===== config.mk =====
export PLATFORM = sky130hd
export DESIGN_NAME = cable_diag_regs
export DESIGN_NICKNAME = d
export VERILOG_FILES = /design/src/port2_phy_pkg.sv /design/src/bit_sync.sv /design/src/sticky_bits.sv /design/src/cable_diag_regs.sv
export SDC_FILE = /design/constraint.sdc
export NUM_CORES = 1
export LEC_CHECK = 0
export BUFFER_PORTS_ARGS = -buffer_cell sky130_fd_sc_hd__clkbuf_2
export CORE_UTILIZATION = 35
export DETAILED_ROUTE_END_ITERATION = 10
export SYNTH_ARGS = -nofsm -noshare
export SYNTH_HDL_FRONTEND = slang
export SYNTH_HIERARCHICAL = 1
export SYNTH_SLANG_ARGS = --single-unit
export TNS_END_PERCENT = 1

===== constraint.sdc =====
create_clock -name clock -period 2 [get_ports clock]
set_input_delay 0.2 -clock clock [delete_from_list [all_inputs] [get_ports clock]]
set_output_delay 0.2 -clock clock [all_outputs]
set_load 0.02 [all_outputs]

===== src/port2_phy_pkg.sv =====
/*
 * Constants for the port 2 transceiver diagnostic and control register bank.
 * Assumes a 16-bit register port, one core clock at 10 MHz, synchronous reset.
 */
package port2_phy_pkg;

    // Register port widths
    localparam int ADDR_W = 8;
    localparam int DATA_W = 16;

    // Register offsets
    localparam logic [7:0] DIAG_OFFSET        = 8'h04;
    localparam logic [7:0] CTRL_OFFSET        = 8'h06;
    localparam logic [7:0] DIAG_MIRROR_OFFSET = 8'h10;
    localparam logic [7:0] IRQ_STATUS_OFFSET  = 8'h20;
    localparam logic [7:0] IRQ_MASK_OFFSET    = 8'h22;

    // Diagnostic register field positions
    localparam int GO_BIT     = 15;
    localparam int RESULT_HI  = 14;
    localparam int RESULT_LO  = 13;
    localparam int SHORT_BIT  = 12;
    localparam int COUNT_HI   = 8;
    localparam int COUNT_W    = 9;

    // Special control register field positions
    localparam int POLARITY_BIT       = 5;
    localparam int CROSSOVER_BIT      = 4;
    localparam int FORCE_LINK_BIT     = 3;
    localparam int POWER_SAVE_OFF_BIT = 2;
    localparam int LOOPBACK_BIT       = 1;

    // Outcome codes
    localparam logic [1:0] RESULT_NORMAL = 2'h0;
    localparam logic [1:0] RESULT_OPEN   = 2'h1;
    localparam logic [1:0] RESULT_SHORT  = 2'h2;
    localparam logic [1:0] RESULT_FAILED = 2'h3;

    // Values after reset
    localparam logic [1:0] RESULT_RESET         = 2'h0;
    localparam logic [8:0] COUNT_RESET          = 9'h000;
    localparam logic       SHORT_RESET          = 1'h0;
    localparam logic       FORCE_LINK_RESET     = 1'h0;
    localparam logic       POWER_SAVE_OFF_RESET = 1'h1;
    localparam logic       LOOPBACK_RESET       = 1'h0;

    // Interrupt bits
    localparam int IRQ_W         = 3;
    localparam int IRQ_DONE      = 0;
    localparam int IRQ_POLARITY  = 1;
    localparam int IRQ_CROSSOVER = 2;
    localparam logic [2:0] IRQ_MASK_RESET = 3'h0;

    // Longest wait for the transceiver to finish a test
    localparam int CLOCK_PERIOD_NS     = 100;
    localparam int DIAG_TIMEOUT_US     = 10000;
    localparam int DIAG_TIMEOUT_CYCLES = DIAG_TIMEOUT_US * 1000 / CLOCK_PERIOD_NS;

    // Test sequencer states
    typedef enum logic {DIAG_IDLE, DIAG_RUN} diag_state_t;

endpackage


===== src/bit_sync.sv =====
/*
 * Two-stage synchroniser for a group of slowly changing levels.
 * Assumes each bit is stable for several clocks around any change.
 */
`timescale 1ns/10ps
module bit_sync #(
    parameter int W = 1
) (
    // Clock and reset
    input  wire logic         clock,
    input  wire logic         rst,
    // Levels in and out
    input  wire logic [W-1:0] d,
    output logic      [W-1:0] q
);

    logic [W-1:0] meta; // First stage, read only by the second

    // Two flops in series
    always_ff @(posedge clock) begin
        if (rst) begin
            meta <= '0;
            q    <= '0;
        end else begin
            meta <= d;
            q    <= meta;
        end
    end

endmodule


===== src/sticky_bits.sv =====
/*
 * Sticky event flags cleared by writing one; a set beats a clear.
 * Assumes set and clear are one-cycle pulses on the same clock.
 */
`timescale 1ns/10ps
module sticky_bits #(
    parameter int W = 1
) (
    // Clock and reset
    input  wire logic         clock,
    input  wire logic         rst,
    // Events and clears
    input  wire logic [W-1:0] set,
    input  wire logic [W-1:0] clr,
    // Flags
    output logic      [W-1:0] q
);

    // Set has priority over the clear in the same cycle
    always_ff @(posedge clock) begin
        if (rst) begin
            q <= '0;
        end else begin
            q <= set | (q & ~clr);
        end
    end

endmodule


===== src/cable_diag_regs.sv =====
/*
 * Register bank for the port 2 copper transceiver: cable diagnostic
 * test with outcome, short flag and fault distance, a mirror view,
 * wiring status, link and power controls, and an event interrupt.
 * Assumes the transceiver raises its done level once its result lines
 * are settled and holds it until the run request drops.
 */
// The strobed register port was chosen for this implementation.
`timescale 1ns/10ps
module cable_diag_regs #(
    parameter int DIAG_TIMEOUT_CYCLES = port2_phy_pkg::DIAG_TIMEOUT_CYCLES
) (
    // Clock and reset
    input  wire logic        clock,
    input  wire logic        rst,
    // Register port
    input  wire logic [7:0]  addr,
    input  wire logic [15:0] wdata,
    input  wire logic        wr,
    input  wire logic        rd,
    output logic      [15:0] rdata,
    // Diagnostic handshake with the transceiver
    output logic             diag_run,
    input  wire logic        diag_done,
    input  wire logic [1:0]  diag_result,
    input  wire logic        diag_short,
    input  wire logic [8:0]  diag_count,
    // Wiring status from the transceiver
    input  wire logic        polarity_reversed,
    input  wire logic        crossover_state,
    // Controls to the transceiver
    output logic             force_link,
    output logic             power_save_off,
    output logic             near_end_loopback,
    // Interrupt
    output logic             irq
);

    localparam int TMO_W = $clog2(DIAG_TIMEOUT_CYCLES + 1);
    localparam logic [TMO_W-1:0] TMO_LAST = TMO_W'(DIAG_TIMEOUT_CYCLES - 1);

    // Synchronised transceiver inputs
    logic [14:0] sync_q;
    logic        done_s;     // Done level
    logic [1:0]  result_s;   // Outcome lines
    logic        short_s;    // Near short line
    logic [8:0]  count_s;    // Distance lines
    logic        pol_s;      // Polarity status
    logic        cross_s;    // Wiring status

    // Edge detection history
    logic        done_q;     // Done one cycle ago
    logic        pol_q;      // Polarity one cycle ago
    logic        cross_q;    // Wiring one cycle ago
    logic        done_rise;  // Done has just risen

    // Test sequencer
    port2_phy_pkg::diag_state_t state;
    port2_phy_pkg::diag_state_t next_state;
    logic [TMO_W-1:0] tmo_cnt;  // Cycles spent running
    logic        tmo_hit;    // Wait has run out
    logic        finish;     // Transceiver reported an outcome
    logic        fail;       // Transceiver never answered

    // Latched results
    logic [1:0]  result;     // Outcome code
    logic        near_short; // Short within ten metres
    logic [8:0]  count;      // Fault distance

    // Bus decode
    logic        wr_diag;    // Write to either diagnostic view
    logic        go_req;     // Write asking for a test
    logic        wr_ctrl;    // Write to special control
    logic        wr_mask;    // Write to interrupt mask
    logic [15:0] diag_word;  // Diagnostic register image
    logic [15:0] ctrl_word;  // Special control image
    logic [15:0] next_rdata; // Read mux output

    // Interrupts
    logic [2:0]  irq_event;  // One-cycle event pulses
    logic [2:0]  irq_clr;    // Write-one-to-clear pulses
    logic [2:0]  irq_status; // Sticky flags
    logic [2:0]  irq_mask;   // Enable per flag

    // Bring all transceiver lines into the clock domain
    bit_sync #(
        .W(15)
    ) u_sync (
        .clock(clock),
        .rst  (rst),
        .d    ({diag_done, diag_result, diag_short, diag_count,
                polarity_reversed, crossover_state}),
        .q    (sync_q)
    );

    // Split the synchronised group
    assign done_s   = sync_q[14];
    assign result_s = sync_q[13:12];
    assign short_s  = sync_q[11];
    assign count_s  = sync_q[10:2];
    assign pol_s    = sync_q[1];
    assign cross_s  = sync_q[0];

    // History for edge detection
    always_ff @(posedge clock) begin
        if (rst) begin
            done_q  <= 1'b0;
            pol_q   <= 1'b0;
            cross_q <= 1'b0;
        end else begin
            done_q  <= done_s;
            pol_q   <= pol_s;
            cross_q <= cross_s;
        end
    end

    assign done_rise = done_s & ~done_q;

    // Address decode for writes
    assign wr_diag = wr && (addr == port2_phy_pkg::DIAG_OFFSET ||
                            addr == port2_phy_pkg::DIAG_MIRROR_OFFSET);
    assign go_req  = wr_diag && wdata[port2_phy_pkg::GO_BIT];
    assign wr_ctrl = wr && (addr == port2_phy_pkg::CTRL_OFFSET);
    assign wr_mask = wr && (addr == port2_phy_pkg::IRQ_MASK_OFFSET);

    // Wait limit reached on the last running cycle
    assign tmo_hit = (tmo_cnt == TMO_LAST);

    // Sequencer next state
    always_comb begin
        next_state = state;
        finish     = 1'b0;
        fail       = 1'b0;
        unique case (state)
            port2_phy_pkg::DIAG_IDLE: begin
                // A go write starts a test
                if (go_req) begin
                    next_state = port2_phy_pkg::DIAG_RUN;
                end
            end
            port2_phy_pkg::DIAG_RUN: begin
                // Outcome reported, or give up after the wait
                if (done_rise) begin
                    finish     = 1'b1;
                    next_state = port2_phy_pkg::DIAG_IDLE;
                end else if (tmo_hit) begin
                    fail       = 1'b1;
                    next_state = port2_phy_pkg::DIAG_IDLE;
                end
            end
        endcase
    end

    // Sequencer state and run request; go bit self-clears at the end
    always_ff @(posedge clock) begin
        if (rst) begin
            state    <= port2_phy_pkg::DIAG_IDLE;
            diag_run <= 1'b0;
        end else begin
            state    <= next_state;
            diag_run <= (next_state == port2_phy_pkg::DIAG_RUN);
        end
    end

    // Counts running cycles, restarts with each test
    always_ff @(posedge clock) begin
        if (rst) begin
            tmo_cnt <= '0;
        end else if (state == port2_phy_pkg::DIAG_RUN && !tmo_hit) begin
            tmo_cnt <= tmo_cnt + TMO_W'(1);
        end else if (state == port2_phy_pkg::DIAG_IDLE) begin
            tmo_cnt <= '0;
        end
    end

    // Result capture when a test ends
    always_ff @(posedge clock) begin
        if (rst) begin
            result     <= port2_phy_pkg::RESULT_RESET;
            near_short <= port2_phy_pkg::SHORT_RESET;
            count      <= port2_phy_pkg::COUNT_RESET;
        end else if (finish) begin
            // Transceiver outcome taken as reported
            result     <= result_s;
            near_short <= short_s;
            count      <= count_s;
        end else if (fail) begin
            // No answer: report a failed test
            result     <= port2_phy_pkg::RESULT_FAILED;
            near_short <= 1'b0;
            count      <= port2_phy_pkg::COUNT_RESET;
        end
    end

    // Special control bits; other positions are not stored
    always_ff @(posedge clock) begin
        if (rst) begin
            force_link        <= port2_phy_pkg::FORCE_LINK_RESET;
            power_save_off    <= port2_phy_pkg::POWER_SAVE_OFF_RESET;
            near_end_loopback <= port2_phy_pkg::LOOPBACK_RESET;
        end else if (wr_ctrl) begin
            force_link        <= wdata[port2_phy_pkg::FORCE_LINK_BIT];
            power_save_off    <= wdata[port2_phy_pkg::POWER_SAVE_OFF_BIT];
            near_end_loopback <= wdata[port2_phy_pkg::LOOPBACK_BIT];
        end
    end

    // Diagnostic image, shared by both views
    always_comb begin
        diag_word = 16'h0000; // Reserved bits read zero
        diag_word[port2_phy_pkg::GO_BIT] = (state == port2_phy_pkg::DIAG_RUN);
        diag_word[port2_phy_pkg::RESULT_HI:port2_phy_pkg::RESULT_LO] = result;
        diag_word[port2_phy_pkg::SHORT_BIT] = near_short;
        diag_word[port2_phy_pkg::COUNT_HI:0] = count;
    end

    // Special control image
    always_comb begin
        ctrl_word = 16'h0000; // Reserved bits read zero
        ctrl_word[port2_phy_pkg::POLARITY_BIT]       = pol_s;
        ctrl_word[port2_phy_pkg::CROSSOVER_BIT]      = cross_s;
        ctrl_word[port2_phy_pkg::FORCE_LINK_BIT]     = force_link;
        ctrl_word[port2_phy_pkg::POWER_SAVE_OFF_BIT] = power_save_off;
        ctrl_word[port2_phy_pkg::LOOPBACK_BIT]       = near_end_loopback;
    end

    // Read mux; unmapped offsets read zero
    always_comb begin
        unique case (addr)
            port2_phy_pkg::DIAG_OFFSET:        next_rdata = diag_word;
            port2_phy_pkg::DIAG_MIRROR_OFFSET: next_rdata = diag_word;
            port2_phy_pkg::CTRL_OFFSET:        next_rdata = ctrl_word;
            port2_phy_pkg::IRQ_STATUS_OFFSET:  next_rdata = {13'h0000, irq_status};
            port2_phy_pkg::IRQ_MASK_OFFSET:    next_rdata = {13'h0000, irq_mask};
            default:                           next_rdata = 16'h0000;
        endcase
    end

    // Read data stands only in the cycle after the strobe
    always_ff @(posedge clock) begin
        if (rst) begin
            rdata <= 16'h0000;
        end else if (rd) begin
            rdata <= next_rdata;
        end else begin
            rdata <= 16'h0000;
        end
    end

    // Event pulses: test end and wiring status changes
    always_comb begin
        irq_event = 3'h0;
        irq_event[port2_phy_pkg::IRQ_DONE]      = finish | fail;
        irq_event[port2_phy_pkg::IRQ_POLARITY]  = pol_s ^ pol_q;
        irq_event[port2_phy_pkg::IRQ_CROSSOVER] = cross_s ^ cross_q;
    end

    // Write one to clear a flag
    assign irq_clr = (wr && addr == port2_phy_pkg::IRQ_STATUS_OFFSET) ?
                     wdata[2:0] : 3'h0;

    // Sticky status flags
    sticky_bits #(
        .W(3)
    ) u_irq_status (
        .clock(clock),
        .rst  (rst),
        .set  (irq_event),
        .clr  (irq_clr),
        .q    (irq_status)
    );

    // Interrupt mask
    always_ff @(posedge clock) begin
        if (rst) begin
            irq_mask <= port2_phy_pkg::IRQ_MASK_RESET;
        end else if (wr_mask) begin
            irq_mask <= wdata[2:0];
        end
    end

    // Level interrupt, registered
    always_ff @(posedge clock) begin
        if (rst) begin
            irq <= 1'b0;
        end else begin
            irq <= |(irq_status & irq_mask);
        end
    end
endmodule


==> flow_summary_export.csv <==
group,metric,value,unit
outcome,status,"finished, final reports clean",
route,wl,5910,µm
flow_run,drv_cap,0,
synthesis,yosysMostFrequentCell,"dfxtp_1",
floorplanning,coreArea,0.00876,mm²
route,wl_per_cell,12.6,µm
placement,gp_congestion,0.799,
synthesis,yosysSeqAreaShare,0.542,
setup_path,endpoint_kind,"register",
synthesis,async_flop_share,0,
route,drc,0,
pwr,pwr-share-comb,0.040,
final_layout,fillers,865,
final_layout,utilization,0.424,
floorplanning,fp-row-count,34,
pwr,p_per_area,830,mW/mm²
route,drt_pass1_iterations,4,
synthesis,ys_ff_latch,86,
synthesis,synthTopCellsByArea,"dfxtp_1, nor2b_2, nor2_1",
floorplanning,start_util,0.362,
pwr,vdd_drop_max,0.000267,V
floorplanning,fp.dieH,97.2,µm
sta,skew,7.77,ps
cts,clkSinkCount,86,
cts,htreeDepth,3,
grt,grt_pass1_wl,10200,µm
grt,track_usage,0.135,
synthesis,synthesis.area,0.00317,mm²
route,vias,2221,
cts,clk_latency,350,ps
final_layout,diodes,0,
cts,clockRootBuffer,"clkbuf_8",
setup_path,path_class,"register to register",
hold_path,holdCritPathClass,"input port to register",
synthesis,ys_warn_count,6,
floorplanning,die_area,0.00945,mm²
cts,cts_tree,"done",
cts,cts_setup_buffers,0,
pwr,p_sw_frac,0.225,
sta,tns,0,ps
route,drt_iter0_markers,111,
synthesis,synth_area_per_cell,10.5,µm²
setup_path,critPathBufInv,1,
setup_path,critical_path.top_delay_family,"simple AND/OR/NAND/NOR gates",
grt,grt_pass1_vias,2154,
cts,cts-resized-gates,0,
final_layout,syn2layout_area_growth,17.1,%
sta,maxSlewViolCount,0,
sta,fin_crit_sh,0.906,
grt,antenna_found_initial,0,
cts,ctsHoldBuffers,0,
pwr,sequentialPowerShare,0.569,
sta,hold_viol,0,
setup_path,path_max_fanout,4,
floorplanning,ios,64,
sta,fmax,0.552,GHz
pwr,power.clock.fraction,0.391,
grt,grt_start_max_net_pins,34,
cts,clkTransAtPathRegs,90,ps
floorplanning,die_x,97.2,µm
pwr,finalPower,0.00309,W
synthesis,post-synth-top-area-cell,"dfxtp_1",
pwr,p_switching,0.000694,W
pwr,leakage,1.47,nW
route,ant_nets,0,
sta,fin_crit,1810,ps
route,viasPerCell,4.75,
setup_path,worst-endpoint-required,2280,ps
placement,port_buffers,49,
cts,cts_buffer_depth,2,
synthesis,synth_edf_count,0,
synthesis,ys_top_cells_by_count,"dfxtp_1, nor2_1, nor2b_2, nand2_1, nor2b_1",
synthesis,synthFlopType,"dfxtp_1",
setup_path,cp_slowest_cell,"or4_1",
setup_path,crit_path_start_kind,"register",
cts,cts_buffers,9,
sta,rsz0062_at_grt,"false",
sta,maxSlewHeadroom,0.589,
setup_path,max_stage_delay,600,ps
placement,hpwl,4180,µm
final_layout,drive_gt1_frac,0.283,
sta,finalSetupViolCount,0,
sta,worst_slew_pin_slew,614,ps
setup_path,cp.arrival,2100,ps
pwr,p_int,0.00239,W
synthesis,synth_top_area_frac,0.542,
final_layout,fin_nets,399,
synthesis,ys_types,46,
synthesis,synth_cells,301,
setup_path,crit_chain,"or4_1 > or3_4 > o21ai_2 > inv_1 > a21oi_1",
grt,grt.overflow.total,0,
## flip-flops by register name, summed over array words and instances, names as in the netlist
signal	cells
rdata	13
near_end_loopback	1
near_short	1
power_save_off	1
force_link	1
u_irq_status/q	3
tmo_cnt	17
state	1
pol_q	1
cross_q	1
done_q	1
u_sync/q	15
irq_mask	3
result	2
irq	1
u_sync/meta	15
count	9
## per-layer routing
| metal | global-route usage | part of all wire | routed length (µm) | up-vias |
|---|---|---|---|---|
| met5 | 0 | 0 | 0 | - |
| met1 | 0.188 | 0.51 | 3010 | 994 |
| met3 | 0.0475 | 0.060 | 356 | 8 |
| met2 | 0.188 | 0.41 | 2450 | 66 |
| met4 | 0.0588 | 0.016 | 93 | 0 |
| li1 | - | - | - | 1153 |
## path summary, 6_finish.rpt
path,slack [ps],cells after the start,endpoint,startpoint
worst max-delay path,190,5,u_irq_status/q[0],tmo_cnt[8]
worst min-delay path,60,2,u_sync/meta[2],diag_count[0]
worst max register to register,190,5,u_irq_status/q[0],tmo_cnt[8]
worst min register to register,440,1,count[7],u_sync/q[9]
## worst reg2reg max path, cell delays in order (launching register included)
cell     delay (ps)
dfxtp_1         340
or4_1           600
or3_4           430
o21ai_2         220
inv_1            60
a21oi_1         110
## cell usage in the layout, fill, tap and decap left out, types with 5 or more instances in the layout
| master | count |
|---|---|
| nor2b_1 | 12 |
| xor2_1 | 10 |
| clkbuf_8 | 9 |
| nand2b_1 | 6 |
| o21ai_0 | 7 |
| clkbuf_2 | 49 |
| nor2_1 | 24 |
| buf_4 | 6 |
| a21oi_1 | 11 |
| nand3_1 | 9 |
| nor2b_2 | 24 |
| nand2_1 | 13 |
| dfxtp_1 | 86 |
| a22o_1 | 10 |
| and3_1 | 5 |
| nand4_1 | 7 |
| and2_1 | 9 |
## cell families (layout without fill, tap and decap cells)
family	count (synthesis)	in the layout	share of synthesized area
XOR/XNOR	10	10	0.0276
AO/OA/AOI/OAI	48	48	0.111
adder cells (fa/ha/maj)	1	1	0.00394
AND/OR/NAND/NOR	133	133	0.267
buffers and inverters	17	74	0.0311
multiplexers	5	5	0.0162
other	1	3	0.00118
flip-flops	86	86	0.542
## power by group through the flow
stage | clock [W] | sequential, W | combinational, W
after floorplan | 0 | 0.00179 | 0.0000827
after global placement | 0 | 0.00180 | 0.000125
after detailed placement | 0 | 0.00180 | 0.000125
after CTS | 0.00124 | 0.00176 | 0.000126
after global routing | 0.00132 | 0.00176 | 0.000140
final | 0.00121 | 0.00175 | 0.000124
## final cells by class
type	instances	area [µm²]	share of cell area
Clock buffer	10	128	0.0343
Clock inverter	6	70.1	0.0188
Inverter	3	11.3	0.00303
Multi-Input combinational cell	200	1360	0.366
Sequential cell	86	1720	0.463
Tap cell	108	135	0.0364
Timing Repair Buffer	55	290	0.0781
## through the flow
| step | instances | hold WS, ps | worst slack (ps) | area, µm² |
|---|---|---|---|---|
| 6_report | 468 | 56.3 | 189 | 3720 |
| 5_1_grt | 468 | 38.9 | 96.4 | 3720 |
| 4_1_cts | 468 | 38.4 | 173 | 3720 |
| 3_5_place_dp | 452 | 412 | 196 | 3520 |
| 3_3_place_gp | 452 | 411 | 213 | 3520 |
| 2_1_floorplan | 303 | 269 | 254 | 3180 |
No activity file was read; power rests on OpenSTA's default activity.
